`config.mk`:
```
export PLATFORM = sky130hd
export DESIGN_NAME = uef_top
export DESIGN_NICKNAME = d
export VERILOG_FILES = /design/src/shared/uef_pkg.sv /design/src/uef_fifo.sv /design/src/uef_sync.sv /design/src/uef_top.sv
export SDC_FILE = /design/constraint.sdc
export NUM_CORES = 1
export LEC_CHECK = 0
export BUFFER_PORTS_ARGS = -buffer_cell sky130_fd_sc_hd__buf_2
export CORE_UTILIZATION = 45
export DETAILED_ROUTE_END_ITERATION = 16
export PLACE_DENSITY_LB_ADDON = 0.1
export SYNTH_ARGS = -nofsm -noshare
export SYNTH_HDL_FRONTEND = slang
export SYNTH_SLANG_ARGS = --single-unit
```
`constraint.sdc`:
```
create_clock -name sys_clk_in -period 2.7 [get_ports sys_clk_in]
set_clock_uncertainty 0.2 [all_clocks]
set_input_delay 0.135 -clock sys_clk_in [delete_from_list [all_inputs] [get_ports sys_clk_in]]
set_output_delay 0.135 -clock sys_clk_in [all_outputs]
set_load 0.01 [all_outputs]
```
`src/shared/uef_pkg.sv`:
```
package uef_pkg;
  // Register addresses on the host port
  localparam logic [3:0] A_THR   = 4'h0;
  localparam logic [3:0] A_IER   = 4'h1;
  localparam logic [3:0] A_ISR   = 4'h2;
  localparam logic [3:0] A_MCR   = 4'h3;
  localparam logic [3:0] A_MS    = 4'h4;
  localparam logic [3:0] A_LAC   = 4'h5;
  localparam logic [3:0] A_SPR   = 4'h6;
  localparam logic [3:0] A_FEATURE_CONTROL  = 4'h7;
  localparam logic [3:0] A_EFR   = 4'h8;
  localparam logic [3:0] A_SECOND_STOP_CHARACTER = 4'h9;

  // Reset values and write masks
  localparam logic [7:0] SPR_RST    = 8'hFF;
  localparam logic [7:0] IER_GATE_M = 8'hE0;
  localparam logic [7:0] MCR_GATE_M = 8'hEC;
  localparam logic [7:0] LAC_GATE_M = 8'hFC;
  localparam logic [7:0] LAC_WR_M   = 8'hFD;
  localparam logic [7:0] FEATURE_CONTROL_M     = 8'h30;

  // Field positions
  localparam int IER_MS    = 3;
  localparam int MCR_DTR   = 0;
  localparam int MCR_RTS   = 1;
  localparam int MCR_SEL   = 2;
  localparam int LAC_9BIT  = 0;
  localparam int LAC_RXDIS = 2;
  localparam int LAC_TXDIS = 3;
  localparam int LAC_DLY_H = 7;
  localparam int LAC_DLY_L = 4;
  localparam int FEATURE_CONTROL_IRP  = 4;
  localparam int FEATURE_CONTROL_485  = 5;
  localparam int EFR_GATE  = 4;
  localparam int EFR_SPEC  = 5;
  localparam int EFR_ARTS  = 6;
  localparam int EFR_ACTS  = 7;
  localparam int ISR_SPEC  = 4;
  localparam int ISR_XOFF  = 5;

  // Receive compare set that swallows the second stop character
  localparam logic [1:0] RXF_X2 = 2'h1;

  // Transmit frame lengths and receive data bit counts, in bit times
  localparam logic [3:0] TX_BITS_8 = 4'hA;
  localparam logic [3:0] TX_BITS_9 = 4'hB;
  localparam logic [3:0] RX_DATA_8 = 4'h8;
  localparam logic [3:0] RX_DATA_9 = 4'h9;

  typedef enum logic [1:0] {TX_IDLE, TX_SHIFT, TX_TURN} uef_tx_st_t;
  typedef enum logic [1:0] {RX_IDLE, RX_DATA, RX_STOP} uef_rx_st_t;
endpackage

```
`src/uef_fifo.sv`:
```
`timescale 1ns/10ps
module uef_fifo
  import uef_pkg::*;
#(
  parameter int W     = 9,
  parameter int DEPTH = 4
) (
  input  wire logic         sys_clk_in,
  input  wire logic         reset_in,
  input  wire logic         ce_in,
  input  wire logic         in_valid_in,
  input  wire logic [W-1:0] in_data_in,
  output logic              in_ready_out,
  output logic              out_valid_out,
  input  wire logic         out_ready_in,
  output logic      [W-1:0] out_data_out
);
  localparam int AW = (DEPTH > 1) ? $clog2(DEPTH) : 1;

  typedef struct packed {
    logic [DEPTH-1:0][W-1:0] mem;
    logic [AW-1:0]           wp;
    logic [AW-1:0]           rp;
    logic [AW:0]             cnt;
    logic                    nempty;
    logic                    nfull;
  } uef_fifo_st_t;

  uef_fifo_st_t st;
  uef_fifo_st_t next_st;
  logic         push;
  logic         pop;

  always_comb begin
    next_st = st;
    push    = in_valid_in && st.nfull;
    pop     = out_ready_in && st.nempty;
    if (push) begin
      next_st.mem[st.wp] = in_data_in;
      next_st.wp = (st.wp == AW'(DEPTH - 1)) ? '0 : st.wp + 1'b1;
    end
    if (pop) begin
      next_st.rp = (st.rp == AW'(DEPTH - 1)) ? '0 : st.rp + 1'b1;
    end
    if (push && !pop) begin
      next_st.cnt = st.cnt + 1'b1;
    end else if (pop && !push) begin
      next_st.cnt = st.cnt - 1'b1;
    end
    next_st.nempty = (next_st.cnt != '0);
    next_st.nfull  = (next_st.cnt != (AW+1)'(DEPTH));
  end

  always_ff @(posedge sys_clk_in) begin
    if (reset_in) begin
      st       <= '0;
      st.nfull <= 1'b1;
    end else if (ce_in) begin
      st <= next_st;
    end
  end

  assign in_ready_out  = st.nfull;
  assign out_valid_out = st.nempty;
  assign out_data_out  = st.mem[st.rp];
endmodule

```
`src/uef_sync.sv`:
```
`timescale 1ns/10ps
module uef_sync
  import uef_pkg::*;
#(
  parameter int         W   = 3,
  parameter logic [2:0] RST = 3'h7
) (
  input  wire logic         sys_clk_in,
  input  wire logic         reset_in,
  input  wire logic         ce_in,
  input  wire logic [W-1:0] d_in,
  output logic      [W-1:0] q_out
);
  typedef struct packed {
    logic [W-1:0] s1;
    logic [W-1:0] s2;
    logic [W-1:0] s3;
    logic [W-1:0] q;
  } uef_sync_st_t;

  uef_sync_st_t st;
  uef_sync_st_t next_st;

  always_comb begin
    next_st    = st;
    next_st.s1 = d_in;
    next_st.s2 = st.s1;
    next_st.s3 = st.s2;
    // Only a level seen twice in a row is passed on
    for (int i = 0; i < W; i++) begin
      if (st.s2[i] == st.s3[i]) begin
        next_st.q[i] = st.s3[i];
      end
    end
  end

  always_ff @(posedge sys_clk_in) begin
    if (reset_in) begin
      st <= {4{W'(RST)}};
    end else if (ce_in) begin
      st <= next_st;
    end
  end

  assign q_out = st.q;
endmodule

```
`src/uef_top.sv`:
```
`timescale 1ns/10ps
module uef_top
  import uef_pkg::*;
#(
  parameter int LW    = 5,
  parameter int DEPTH = 4
) (
  input  wire logic          sys_clk_in,
  input  wire logic          reset_in,
  input  wire logic          ce_in,
  input  wire logic [3:0]    reg_addr_in,
  input  wire logic          reg_wr_in,
  input  wire logic          reg_rd_in,
  input  wire logic [7:0]    reg_wdata_in,
  output logic      [7:0]    reg_rdata_out,
  input  wire logic          tx_ninth_in,
  output logic               tx_ready_out,
  input  wire logic          bit_tick_in,
  input  wire logic          rx_in,
  input  wire logic          cts_n_in,
  input  wire logic          dsr_n_in,
  input  wire logic [LW-1:0] rx_level_in,
  input  wire logic [LW-1:0] rx_trig_in,
  input  wire logic [LW-1:0] rx_upper_in,
  input  wire logic [LW-1:0] rx_lower_in,
  output logic               tx_out,
  output logic               rts_n_out,
  output logic               dtr_n_out,
  output logic      [8:0]    rx_data_out,
  output logic               rx_valid_out,
  output logic               modem_irq_out,
  output logic               tx_irq_out,
  output logic               special_irq_out,
  output logic               xoff_irq_out,
  output logic               rx_trig_irq_out,
  output logic      [1:0]    tx_flow_sel_out,
  output logic      [1:0]    rx_flow_sel_out
);
  typedef struct packed {
    logic [7:0]  interrupt_enable;
    logic [7:0]  modem_control;
    logic [7:0]  lac;
    logic [7:0]  scratch_pad;
    logic [7:0]  feature_control;
    logic [7:0]  enhanced_feature;
    logic [7:0]  second_stop_character;
    logic        cts_q;
    logic        dsr_q;
    logic        d_cts;
    logic        d_dsr;
    logic        spec;
    logic        xoff;
    uef_tx_st_t  tx_st;
    logic [10:0] tx_sh;
    logic [3:0]  tx_cnt;
    logic [3:0]  ta_cnt;
    uef_rx_st_t  rx_st;
    logic [8:0]  rx_sh;
    logic [3:0]  rx_cnt;
    logic        rx_blk;
    logic        hold;
    logic        tx_pin;
    logic        rts_n;
    logic        dtr_n;
    logic [7:0]  rdata;
    logic [8:0]  rx_data;
    logic        rx_valid;
    logic        modem_irq;
    logic        tx_irq;
    logic        trig_irq;
  } uef_top_st_t;

  uef_top_st_t st;
  uef_top_st_t next_st;

  logic [2:0] pins_s;
  logic       rx_s;
  logic       cts_s;
  logic       dsr_s;
  logic       fifo_valid;
  logic [8:0] fifo_data;
  logic       thr_wr;
  logic       load_now;
  logic       done_now;
  logic       can_load;
  logic       sel_hi;
  logic       rxd;
  logic       rx_done;
  logic       match;
  logic       drop;
  logic       rd_ms;
  logic       rd_isr;
  logic       gate;
  logic [8:0] chr;

  // Pins cross in from the line side
  uef_sync #(.W(3), .RST(3'h7)) u_sync (
    .sys_clk_in (sys_clk_in),
    .reset_in   (reset_in),
    .ce_in      (ce_in),
    .d_in       ({dsr_n_in, cts_n_in, rx_in}),
    .q_out      (pins_s)
  );
  assign rx_s  = pins_s[0];
  assign cts_s = pins_s[1];
  assign dsr_s = pins_s[2];

  // Writes are refused while full; tx_ready_out tells the host
  uef_fifo #(.W(9), .DEPTH(DEPTH)) u_txq (
    .sys_clk_in    (sys_clk_in),
    .reset_in      (reset_in),
    .ce_in         (ce_in),
    .in_valid_in   (thr_wr),
    .in_data_in    ({tx_ninth_in, reg_wdata_in}),
    .in_ready_out  (tx_ready_out),
    .out_valid_out (fifo_valid),
    .out_ready_in  (load_now),
    .out_data_out  (fifo_data)
  );

  function automatic logic [7:0] gate_wr(input logic [7:0] old, input logic [7:0] nw,
                                         input logic [7:0] m, input logic g);
    gate_wr = g ? nw : ((old & m) | (nw & ~m));
  endfunction

  always_comb begin
    next_st  = st;
    thr_wr   = reg_wr_in && (reg_addr_in == A_THR);
    gate     = st.enhanced_feature[EFR_GATE];
    load_now = 1'b0;
    done_now = 1'b0;
    rx_done  = 1'b0;
    rd_ms    = reg_rd_in && (reg_addr_in == A_MS);
    rd_isr   = reg_rd_in && (reg_addr_in == A_ISR);
    sel_hi   = st.modem_control[MCR_SEL] ? dsr_s : cts_s;
    can_load = fifo_valid && !st.lac[LAC_TXDIS]
               && !(st.enhanced_feature[EFR_ACTS] && sel_hi);
    rxd      = rx_s ^ st.feature_control[FEATURE_CONTROL_IRP];

    if (reg_wr_in) begin
      case (reg_addr_in)
        A_IER:   next_st.interrupt_enable = gate_wr(st.interrupt_enable, reg_wdata_in, IER_GATE_M, gate);
        A_MCR:   next_st.modem_control = gate_wr(st.modem_control, reg_wdata_in, MCR_GATE_M, gate);
        A_LAC:   next_st.lac = gate_wr(st.lac, reg_wdata_in & LAC_WR_M,
                                       LAC_GATE_M, gate);
        A_SPR:   next_st.scratch_pad = reg_wdata_in;
        A_FEATURE_CONTROL:  next_st.feature_control = reg_wdata_in & FEATURE_CONTROL_M;
        A_EFR:   next_st.enhanced_feature = reg_wdata_in;
        A_SECOND_STOP_CHARACTER: next_st.second_stop_character = reg_wdata_in;
        default: ;
      endcase
    end

    // Change seen in the clearing read is kept
    next_st.cts_q = cts_s;
    next_st.dsr_q = dsr_s;
    next_st.d_cts = (st.cts_q != cts_s) || (st.d_cts && !rd_ms);
    next_st.d_dsr = (st.dsr_q != dsr_s) || (st.d_dsr && !rd_ms);

    if (reg_rd_in) begin
      case (reg_addr_in)
        A_IER:   next_st.rdata = st.interrupt_enable;
        A_ISR:   next_st.rdata = 8'(({7'h00, st.spec} << ISR_SPEC) |
                                    ({7'h00, st.xoff} << ISR_XOFF));
        A_MCR:   next_st.rdata = st.modem_control;
        A_MS:    next_st.rdata = {2'h0, ~st.dsr_q, ~st.cts_q, 2'h0, st.d_dsr, st.d_cts};
        A_SPR:   next_st.rdata = st.scratch_pad;
        A_FEATURE_CONTROL:  next_st.rdata = st.feature_control;
        A_EFR:   next_st.rdata = st.enhanced_feature;
        default: next_st.rdata = 8'h00;
      endcase
    end

    case (st.tx_st)
      TX_IDLE: begin
        load_now = can_load;
      end
      TX_SHIFT: begin
        if (bit_tick_in && !st.lac[LAC_TXDIS]) begin
          if (st.tx_cnt == 4'h0) begin
            done_now = 1'b1;
            load_now = can_load;
            if (!can_load && st.feature_control[FEATURE_CONTROL_485]) begin
              next_st.tx_st  = TX_TURN;
              next_st.ta_cnt = st.lac[LAC_DLY_H:LAC_DLY_L];
            end else if (!can_load) begin
              next_st.tx_st = TX_IDLE;
            end
          end else begin
            next_st.tx_pin = st.tx_sh[0];
            next_st.tx_sh  = {1'b1, st.tx_sh[10:1]};
            next_st.tx_cnt = st.tx_cnt - 4'h1;
          end
        end
      end
      TX_TURN: begin
        load_now = can_load;
        if (!can_load && (st.ta_cnt == 4'h0 || !st.feature_control[FEATURE_CONTROL_485])) begin
          next_st.tx_st = TX_IDLE;
        end else if (!can_load && bit_tick_in) begin
          next_st.ta_cnt = st.ta_cnt - 4'h1;
        end
      end
      default: next_st.tx_st = TX_IDLE;
    endcase

    if (load_now) begin
      // Start bit waits for the next tick so the direction pin leads it
      next_st.tx_st  = TX_SHIFT;
      next_st.tx_sh  = {1'b1, st.lac[LAC_9BIT] ? fifo_data[8] : 1'b1, fifo_data[7:0], 1'b0};
      next_st.tx_cnt = st.lac[LAC_9BIT] ? TX_BITS_9 : TX_BITS_8;
    end

    // Receiver samples once per bit tick
    chr = st.lac[LAC_9BIT] ? st.rx_sh : {1'b0, st.rx_sh[8:1]};
    case (st.rx_st)
      RX_IDLE: begin
        if (bit_tick_in && !rxd && !st.rx_blk) begin
          next_st.rx_st  = RX_DATA;
          next_st.rx_cnt = st.lac[LAC_9BIT] ? RX_DATA_9 : RX_DATA_8;
        end
      end
      RX_DATA: begin
        if (bit_tick_in) begin
          next_st.rx_sh  = {rxd, st.rx_sh[8:1]};
          next_st.rx_cnt = st.rx_cnt - 4'h1;
          if (st.rx_cnt == 4'h1) begin
            next_st.rx_st = RX_STOP;
          end
        end
      end
      RX_STOP: begin
        if (bit_tick_in) begin
          rx_done       = 1'b1;
          next_st.rx_st = RX_IDLE;
        end
      end
      default: next_st.rx_st = RX_IDLE;
    endcase
    // One more character is let through after the disable is set
    next_st.rx_blk = st.lac[LAC_RXDIS] && (st.rx_blk || rx_done);

    match = rx_done && st.enhanced_feature[EFR_SPEC] && (chr[7:0] == st.second_stop_character);
    drop  = match && (st.enhanced_feature[1:0] == RXF_X2);
    next_st.rx_valid = rx_done && !drop;
    if (rx_done) begin
      next_st.rx_data = chr;
    end
    next_st.spec = match || (st.spec && !rd_isr);
    next_st.xoff = drop || (st.xoff && !rd_isr);

    if (rx_level_in >= rx_upper_in) begin
      next_st.hold = 1'b1;
    end else if (rx_level_in < rx_lower_in) begin
      next_st.hold = 1'b0;
    end
    next_st.trig_irq = st.enhanced_feature[EFR_ARTS] && (rx_level_in >= rx_trig_in);

    if (next_st.feature_control[FEATURE_CONTROL_485]) begin
      next_st.rts_n = (next_st.tx_st != TX_IDLE);
    end else if (next_st.enhanced_feature[EFR_ARTS] && !next_st.modem_control[MCR_SEL] && next_st.modem_control[MCR_RTS]) begin
      next_st.rts_n = next_st.hold;
    end else begin
      next_st.rts_n = ~next_st.modem_control[MCR_RTS];
    end
    if (next_st.enhanced_feature[EFR_ARTS] && next_st.modem_control[MCR_SEL] && next_st.modem_control[MCR_DTR]) begin
      next_st.dtr_n = next_st.hold;
    end else begin
      next_st.dtr_n = ~next_st.modem_control[MCR_DTR];
    end

    next_st.tx_irq = next_st.feature_control[FEATURE_CONTROL_485] ? (!fifo_valid && next_st.tx_st == TX_IDLE)
                                            : !fifo_valid;
    next_st.modem_irq = (next_st.d_cts || next_st.d_dsr) && next_st.interrupt_enable[IER_MS];
  end

  always_ff @(posedge sys_clk_in) begin
    if (reset_in) begin
      st        <= '0;
      st.scratch_pad    <= SPR_RST;
      st.cts_q  <= 1'b1;
      st.dsr_q  <= 1'b1;
      st.tx_sh  <= '1;
      st.tx_pin <= 1'b1;
      st.rts_n  <= 1'b1;
      st.dtr_n  <= 1'b1;
      st.tx_irq <= 1'b1;
    end else if (ce_in) begin
      st <= next_st;
    end
  end

  assign reg_rdata_out   = st.rdata;
  assign tx_out          = st.tx_pin;
  assign rts_n_out       = st.rts_n;
  assign dtr_n_out       = st.dtr_n;
  assign rx_data_out     = st.rx_data;
  assign rx_valid_out    = st.rx_valid;
  assign modem_irq_out   = st.modem_irq;
  assign tx_irq_out      = st.tx_irq;
  assign special_irq_out = st.spec;
  assign xoff_irq_out    = st.xoff;
  assign rx_trig_irq_out = st.trig_irq;
  assign tx_flow_sel_out = st.enhanced_feature[3:2];
  assign rx_flow_sel_out = st.enhanced_feature[1:0];
endmodule

```
==> results of run 1 <==
tightest hold or removal path, stage by stage:
cell and delay, ns:
buf_2 0.11, ha_1 0.13, a21oi_1 0.06, o31ai_1 0.20
final cells by class:
cell class | count | share of cell area, %
timing repair buffer | 116 | 7.70
clock inverter | 14 | 1.75
sequential | 174 | 36.1
clock buffer | 17 | 4.41
multi-input combinational | 703 | 45.9
tap | 229 | 2.97
inverter | 30 | 1.17
worst min path at each step:
stage,startpoint,endpoint,slack (ns),depth (start not counted)
after CTS,bit_tick_in,st[29]$_SDFFE_PP0P_,0.008,4
after global routing,rx_trig_in[4],rx_trig_irq_out$_SDFFE_PP0P_,0.04,5
after floorplan,rx_in,u_sync.next_st[6]$_SDFFE_PP1P_,0.06,2
after global placement,rx_in,u_sync.next_st[6]$_SDFFE_PP1P_,0.15,3
final,rx_level_in[4],rx_trig_irq_out$_SDFFE_PP0P_,0.03,4
after detailed placement,cts_n_in,u_sync.next_st[7]$_SDFFE_PP1P_,0.15,3
state kept, by name, summed over array words and instances (netlist names), 2 cells and up:
register	cells
reg_rdata_out	8
rx_data_out	9
rx_flow_sel_out	2
st	86
tx_flow_sel_out	2
u_sync.next_st	6
u_sync.q_out	3
u_sync.st	3
u_txq.st	43
cells in the mapped netlist (all sizes together) (4+ instances only):
cell type,number
nor3b,4
a222oi,6
or3,6
buf,50
o21ai,16
a211o,9
mux2,4
nor2,80
a21oi,100
nand3b,5
a31oi,4
nor3,14
xor2,5
nand3,79
and3,6
inv,30
a21o,7
o31ai,5
clkbuf,48
ha,26
nand2b,13
mux2i,55
dfxtp,174
a211oi,15
nand4,4
nand2,153
xnor2,9
a22oi,12
mux4,9
and2,5
power by group:
| group | switching (uW) | leakage [uW] | internal [uW] |
|---|---|---|---|
| registers | 36.2 | 0.00141 | 2610 |
| logic | 299 | 0.00197 | 198 |
| clock network | 1070 | 0.000289 | 1450 |
through the flow:
| step | hold slack (ns) | std cells | instance area (um2) | total power, uW | util, % |
|---|---|---|---|---|---|
| final | 0.0274 | 1283 | 9650 | 5660 | 52.8 |
| after global placement | 0.149 | 1237 | 8910 | 3180 | 48.8 |
| after global routing | 0.0406 | 1283 | 9650 | 5870 | 52.8 |
| after detailed placement | 0.154 | 1237 | 8910 | 3180 | 48.8 |
| after CTS | 0.00780 | 1283 | 9650 | 5720 | 52.8 |
| after floorplan | 0.0634 | 1005 | 8520 | 3040 | - |
repair_timing:
| action | 4_1_cts | 5_1_grt |
|---|---|---|
| hold buffers | 15 | 0 |
| setup endpoints to repair | 0 | 2 |
| endpoints found under the hold margin | 100 | 0 |
| resized for setup | 0 | 1 |
layer usage:
layer	vias up	wire, um	part of all wire, %	global-route usage [%]
met3	22	1020	4.7	3.82
met4	0	322	1.5	7.69
met1	3368	10500	48	31.3
met2	151	10200	46	36.7
li1	3582	-	-	-
met5	-	0	0	0
kinds of logic (layout without fill, tap and decap cells):
family	Yosys count	after routing	synth area share [%]
adders and majority gates	26	26	3.82
buffers and inverters	128	177	7.11
and+or+nand+nor	390	390	21.4
DFF	174	174	40.9
AOI/OAI and AO/OA	205	205	15.8
muxes	68	68	9.37
xor gates and xnor gates	14	14	1.53
==> results.json, run 1 <==
{
  "async_reset_ff_share_pct": 0,
  "status": "complete, no violations",
  "rsz0062_at_grt": "no",
  "slowest_delay_ns": 0.47,
  "drt_iter0_markers": 533,
  "finalCritPeriodShare_pct": 91.3,
  "cts_tree": "built",
  "start_util_pct": 46.6,
  "ys_top_cells_by_area": "dfxtp_1, nand2_1, mux2i_1",
  "layout_common_cells": "dfxtp_1, nand2_1, a21oi_1",
  "rows": 49,
  "worst_pin_slew_ns": 0.652,
  "cts_max_level": 4,
  "path_cells": "inv_1, ha_1, or3b_1, o31ai_4, and2_2, o22a_2, xor2_1, a311oi_2",
  "crit_type": "register to register",
  "timing.rr.end": "u_txq.out_valid_out$_SDFFE_PP0P_",
  "grt_max_degree": 60,
  "clock_sinks": 174,
  "gp_congestion": 0.821,
  "gr-total-overflow": 0,
  "required_ns": 2.80,
  "setup_slack_ns": 0.235,
  "drt-total-wl_um": 22000,
  "n_antenna_cell": 0,
  "drc": 0,
  "finalMaxSlewViolations": 0,
  "cp.depth": 8,
  "final-seq-area_um2": 3480,
  "grt_pass1_vias": 6588,
  "avgViaCountPerCell": 5.55,
  "drtPass1Iterations": 7,
  "cp-startpoint": "st[45]$_SDFFE_PP0P_",
  "wl_per_cell_um": 17.1,
  "synth.cell_area_um2": 8520,
  "ys_ff_latch": 174,
  "vdd_drop_max_mv": 0.489,
  "clkTransAtPathRegs_ns": 0.06,
  "final.setup.tns_ns": 0,
  "areaGrowthSynthToFinish_pct": 13.3,
  "dieArea_um2": 19500,
  "multiInputGateArea_um2": 4430,
  "grt_pass1_wl_um": 35100,
  "cp_slowest_cell": "or3b_1",
  "ys_seq_area_share_pct": 40.9,
  "synth_ff_type": "dfxtp_1",
  "yosys.area.top_type": "dfxtp_1",
  "clockBufferDepth": 2,
  "dieHeight_um": 140,
  "drv_cap": 0,
  "critPathLaunchType": "register",
  "core_um2": 18300,
  "nets": 1110,
  "antenna_found_initial": 0,
  "synth_edf_count": 0,
  "fillerInstances": 1783,
  "arrival_ns": 2.57,
  "synth.net_count": 1073,
  "cp_top_family": "simple AND/OR/NAND/NOR gates",
  "regToRegSetupSlack_ns": 0.24,
  "endpoint": "u_txq.out_valid_out$_SDFFE_PP0P_",
  "dp_slack_ns": 0.134,
  "setup_viol": 0,
  "p_leak_uw": 0.00367,
  "cp-end-kind": "register",
  "synth_cells": 1005,
  "synth.distinct_cells": 74,
  "cts_buffers": 17,
  "syn_avg_cell_area_um2": 8.48,
  "critical_path_peak_fanout": 9,
  "worstSkewPairLatency_ns": 0.43,
  "min_period_ns": 2.46,
  "cts_root_buf": "clkbuf_16",
  "dpl.hpwl_um": 14700,
  "final_common_cell": "dfxtp_1",
  "final_antenna_net_count": 0,
  "rr_worst_depth": 8,
  "dr_total_vias": 7123,
  "synth-warning-count": 0,
  "hold_violations": 0,
  "relSlewSlack_pct": 56.6,
  "worst_hold_path_type": "input port to register",
  "io_buffers": 72,
  "max_freq_mhz": 406,
  "critPathBufInv": 1,
  "track_usage_pct": 22.9,
  "die_w_um": 140,
  "power.density_nw_per_um2": 587,
  "reg2reg_from": "st[45]$_SDFFE_PP0P_",
  "post-cts-setup-buffer-count": 0,
  "io_pins": 73,
  "drive_above_1_share_pct": 15.6,
  "synth_top_area_share_pct": 40.9
}
Note: power is estimated with default switching activity, not from simulation.
==> inputs of run 2 (changes only) <==
Settings changed: PLACE_DENSITY set to 0.68, PLACE_DENSITY_LB_ADDON 0.1 to not set.
==> results.json, run 2 (synthesis gave the netlist of run 1 again) <==
{
  "dr_total_vias": 7223,
  "nets": 1113,
  "p_leak_uw": 0.00368,
  "wl_per_cell_um": 16.6,
  "endpoint": "st[45]$_SDFFE_PP0P_",
  "critPathLaunchType": "register",
  "start_util_pct": 46.6,
  "drc": 0,
  "max_freq_mhz": 412,
  "reg2reg_from": "st[45]$_SDFFE_PP0P_",
  "clockBufferDepth": 2,
  "grt_pass1_vias": 6713,
  "die_w_um": 140,
  "cts_root_buf": "clkbuf_16",
  "cts_buffers": 17,
  "dieHeight_um": 140,
  "finalCritPeriodShare_pct": 89.8,
  "final.setup.tns_ns": 0,
  "gr-total-overflow": 0,
  "drtPass1Iterations": 7,
  "finalMaxSlewViolations": 0,
  "dp_slack_ns": 0.162,
  "drive_above_1_share_pct": 15.8,
  "crit_type": "register to register",
  "final_common_cell": "dfxtp_1",
  "areaGrowthSynthToFinish_pct": 13.5,
  "drt_iter0_markers": 651,
  "min_period_ns": 2.43,
  "n_antenna_cell": 0,
  "dieArea_um2": 19500,
  "drt-total-wl_um": 21400,
  "clock_sinks": 174,
  "antenna_found_initial": 0,
  "hold_violations": 0,
  "avgViaCountPerCell": 5.61,
  "relSlewSlack_pct": 46.9,
  "largest_register": "st",
  "cp_common_cell": "a211oi_1",
  "vdd_drop_max_mv": 0.581,
  "required_ns": 2.77,
  "drv_cap": 0,
  "worstSkewPairLatency_ns": 0.43,
  "rsz0062_at_grt": "no",
  "cp-startpoint": "st[45]$_SDFFE_PP0P_",
  "setup_viol": 0,
  "cts_tree": "built",
  "slowest_delay_ns": 0.40,
  "dpl.hpwl_um": 14600,
  "final_antenna_net_count": 0,
  "io_buffers": 72,
  "arrival_ns": 2.50,
  "rows": 49,
  "power.density_nw_per_um2": 582,
  "gp_congestion": 0.844,
  "rr_worst_depth": 9,
  "track_usage_pct": 22.7,
  "grt_pass1_wl_um": 34900,
  "cp_slowest_cell": "or3b_1",
  "cts_max_level": 4,
  "regToRegSetupSlack_ns": 0.27,
  "power.total_uw": 5630,
  "path_cells": "inv_1, ha_1, or3b_1, o31ai_4, and2_2, buf_4, nor3_1, a211oi_1, a211oi_1",
  "io_pins": 73,
  "grt_max_degree": 69,
  "worst_hold_path_type": "input port to register",
  "clkTransAtPathRegs_ns": 0.07,
  "cp-end-kind": "register",
  "status": "complete, no violations",
  "critical_path_peak_fanout": 10,
  "setup_slack_ns": 0.274,
  "largest_reg_flops": 86,
  "worst_pin_slew_ns": 0.795,
  "layout_common_cells": "dfxtp_1, nand2_1, a21oi_1",
  "timing.rr.end": "st[45]$_SDFFE_PP0P_",
  "core_um2": 18300
}
-- run 2: cell count changes in the layout (fill, tap and decap cells not counted), sizes merged --
cell	delta
clkbuf	+3
clkinv	-3
clkinvlp	+1
dlygate4sd3	+1
inv	+1
bufinv	-1
buf	+2
-- run 2: per-stage QoR --
stage                     util (%)  cells  hold WS (ns)  cell area [um2]
after floorplan                  -   1005        0.0634             8520
after CTS                     52.9   1287       0.00434             9670
after detailed placement      48.8   1239         0.167             8910
after global routing          52.9   1287        0.0640             9670
final                         52.9   1287        0.0267             9670
after global placement        48.8   1239         0.150             8910
-- run 2: worst min-delay path by stage --
| stage | startpoint | to | slack [ns] | cells past startpoint |
|---|---|---|---|---|
| floorplan | rx_in | u_sync.next_st[6]$_SDFFE_PP1P_ | 0.06 | 2 |
| global placement | dsr_n_in | u_sync.next_st[8]$_SDFFE_PP1P_ | 0.15 | 3 |
| detailed placement | dsr_n_in | u_sync.next_st[8]$_SDFFE_PP1P_ | 0.17 | 3 |
| CTS | reg_wr_in | dtr_n_out$_SDFFE_PP1P_ | 0.004 | 4 |
| global route | reg_wr_in | dtr_n_out$_SDFFE_PP1P_ | 0.06 | 4 |
| finish | reg_wr_in | dtr_n_out$_SDFFE_PP1P_ | 0.03 | 4 |
-- run 2: metal layers --
layer / track usage (%) / wire length [um] / vias to the layer above
li1: - / - / 3595
met1: 29.5 / 9480 / 3394
met2: 38.3 / 10300 / 214
met3: 4.23 / 1350 / 20
met4: 6.54 / 261 / 0
met5: 0 / 0 / -
-- run 2: timing repair --
item | in CTS | in global routing
endpoints found under the setup margin | 0 | 1
resized for setup | 0 | 1
setup buffers | 0 | 0
hold buffers | 16 | 0
hold endpoints to repair | 110 | 0
-- run 2: final cells by class --
| type | count | area, um2 |
|---|---|---|
| tap | 229 | 287 |
| clock buffer | 20 | 467 |
| multi-input combinational | 703 | 4430 |
| timing repair buffer | 119 | 756 |
| inverter | 30 | 113 |
| sequential | 174 | 3480 |
| clock inverter | 12 | 133 |
| fill | 1723 | 8600 |
-- run 2: where the power goes --
group / internal, uW / switching [uW]
registers: 2610 / 36.0
logic: 200 / 301
clock network: 1440 / 1040
-- run 2: critical path: cells and delay by family (launching register included) --
kind | cells | cell delay [ns]
AND/OR/NAND/NOR | 3 | 0.75
AO/OA/AOI/OAI | 3 | 0.54
flip-flops | 1 | 0.32
buffers and inverters | 2 | 0.31
adder cells (fa/ha/maj) | 1 | 0.14
==> inputs of run 3 (changes only) <==
Settings changed: PLACE_DENSITY 0.68 to 0.7, REMOVE_ABC_BUFFERS set to 1.
Clock period 2.7 ns to 2.1 ns, I/O delays scaled along.
==> results.json, run 3 (synthesis gave the netlist of run 1 again) <==
{
  "finalMaxSlewViolations": 0,
  "slowest_delay_ns": 0.39,
  "die_w_um": 140,
  "grt_pass1_vias": 7217,
  "setup_viol": 27,
  "rows": 49,
  "cts_tree": "built",
  "io_buffers": 72,
  "cp_slowest_cell": "or3b_4",
  "critPathBufInv": 2,
  "setup_slack_ns": -0.240,
  "drt_iter0_markers": 557,
  "dpl.hpwl_um": 15700,
  "required_ns": 2.25,
  "start_util_pct": 46.6,
  "largest_reg_flops": 86,
  "clock_sinks": 174,
  "gp_congestion": 0.855,
  "switchingPower_uw": 1920,
  "layout_common_cells": "dfxtp_1, nand2_1, buf_4",
  "io_pins": 73,
  "vdd_drop_max_mv": 0.677,
  "track_usage_pct": 23.7,
  "dieArea_um2": 19500,
  "worst_pin_slew_ns": 0.593,
  "finalCritPeriodShare_pct": 111,
  "cp-end-kind": "register",
  "wl_per_cell_um": 16.7,
  "drc": 0,
  "final_core_util_pct": 59.0,
  "crit_type": "register to register",
  "areaGrowthSynthToFinish_pct": 26.5,
  "path_cells": "inv_2, ha_4, or3b_4, o31ai_4, buf_4, nand3_2, o22a_2, xor2_2, a311oi_2",
  "clockBufferDepth": 2,
  "power.density_nw_per_um2": 710,
  "drt-total-wl_um": 23000,
  "critical_path_peak_fanout": 3,
  "grt_max_degree": 61,
  "grt_pass1_wl_um": 36600,
  "clkTransAtPathRegs_ns": 0.07,
  "drive_above_1_share_pct": 26.1,
  "cp_top_family": "compound AO/OA/AOI/OAI gates",
  "max_freq_mhz": 427,
  "relSlewSlack_pct": 60.1,
  "n_antenna_cell": 0,
  "final_antenna_net_count": 0,
  "critPathLaunchType": "register",
  "dr_total_vias": 7730,
  "rsz0062_at_grt": "yes",
  "avgViaCountPerCell": 5.60,
  "internal_power_uw": 5720,
  "final_common_cell": "dfxtp_1",
  "hold_ws_ns": -0.00398,
  "combPwrFrac_pct": 12.0,
  "dieHeight_um": 140,
  "pwr-share-seq_pct": 44.5,
  "worst_hold_path_type": "input port to register",
  "nets": 1206,
  "antenna_found_initial": 0,
  "cts_max_level": 4,
  "drtPass1Iterations": 7,
  "p_clk_share_pct": 43.5,
  "drv_cap": 0,
  "p_leak_uw": 0.00425,
  "hold_violations": 1,
  "cts_buffers": 17,
  "core_um2": 18300,
  "power.share.switching_pct": 25.1,
  "min_period_ns": 2.34,
  "status": "complete, but fails checks",
  "largest_register": "st",
  "violations": "hold timing, setup timing",
  "worstSkewPairLatency_ns": 0.43,
  "gr-total-overflow": 0,
  "cts_root_buf": "clkbuf_16",
  "arrival_ns": 2.49
}
[run 3: path summary, 6_finish.rpt]
| kind | slack (ns) | to | cells past startpoint | start |
|---|---|---|---|---|
| setup / recovery | -0.24 | u_txq.out_valid_out$_SDFFE_PP0P_ | 9 | st[45]$_SDFFE_PP0P_ |
| hold / removal | -0.004 | rx_trig_irq_out$_SDFFE_PP0P_ | 5 | rx_trig_in[4] |
| setup reg to reg | -0.24 | u_txq.out_valid_out$_SDFFE_PP0P_ | 9 | st[45]$_SDFFE_PP0P_ |
| hold reg to reg | 0.25 | reg_rdata_out[4]$_SDFFE_PP0P_ | 2 | reg_rdata_out[4]$_SDFFE_PP0P_ |
[run 3: per-stage QoR]
| step | TNS [ns] | power [uW] | cells | worst slack (ns) | cell area (um2) |
|---|---|---|---|---|---|
| after floorplan | -32.75 | 3790 | 907 | -0.732 | 8030 |
| after global placement | -2.02 | 4170 | 1313 | -0.172 | 9530 |
| after detailed placement | -2.80 | 4180 | 1313 | -0.211 | 9530 |
| after CTS | -2.97 | 7580 | 1371 | -0.186 | 10500 |
| after global routing | -6.00 | 7910 | 1380 | -0.343 | 10800 |
| final | -3.45 | 7640 | 1380 | -0.240 | 10800 |
[run 3: power groups by stage]
stage	sequential, uW	combinational (uW)	clock (uW)
2_1_floorplan	3470	321	0
3_3_place_gp	3470	699	0
3_5_place_dp	3470	710	0
4_1_cts	3400	808	3370
5_1_grt	3410	991	3510
6_report	3400	917	3330
[run 3: tightest hold or removal path: stages]
cell,delay [ns]
buf_2,0.07
inv_1,0.03
ha_1,0.16
a21oi_1,0.12
o31ai_1,0.08
[run 3: layer usage]
metal	up-vias	global-route usage, %	routed length (um)
met4	0	7.98	548
li1	3763	-	-
met1	3689	31.5	10300
met5	-	0	0
met3	39	3.89	1170
met2	239	39.1	11000
[run 3: what timing repair did]
action                                 4_1_cts  5_1_grt
setup buffers                                8        7
endpoints found under the hold margin       99        0
pin swaps                                   13       33
gates cloned                                 1        3
setup endpoints to repair                   27       32
hold buffers                                17        0
resized for setup                           22       50
[run 3: cell type report]
type | count | area [um2]
fill | 1580 | 7500
multi-input combinational | 703 | 4650
sequential | 174 | 3490
timing repair buffer | 212 | 1620
clock buffer | 19 | 443
tap | 229 | 287
clock inverter | 13 | 173
inverter | 30 | 113
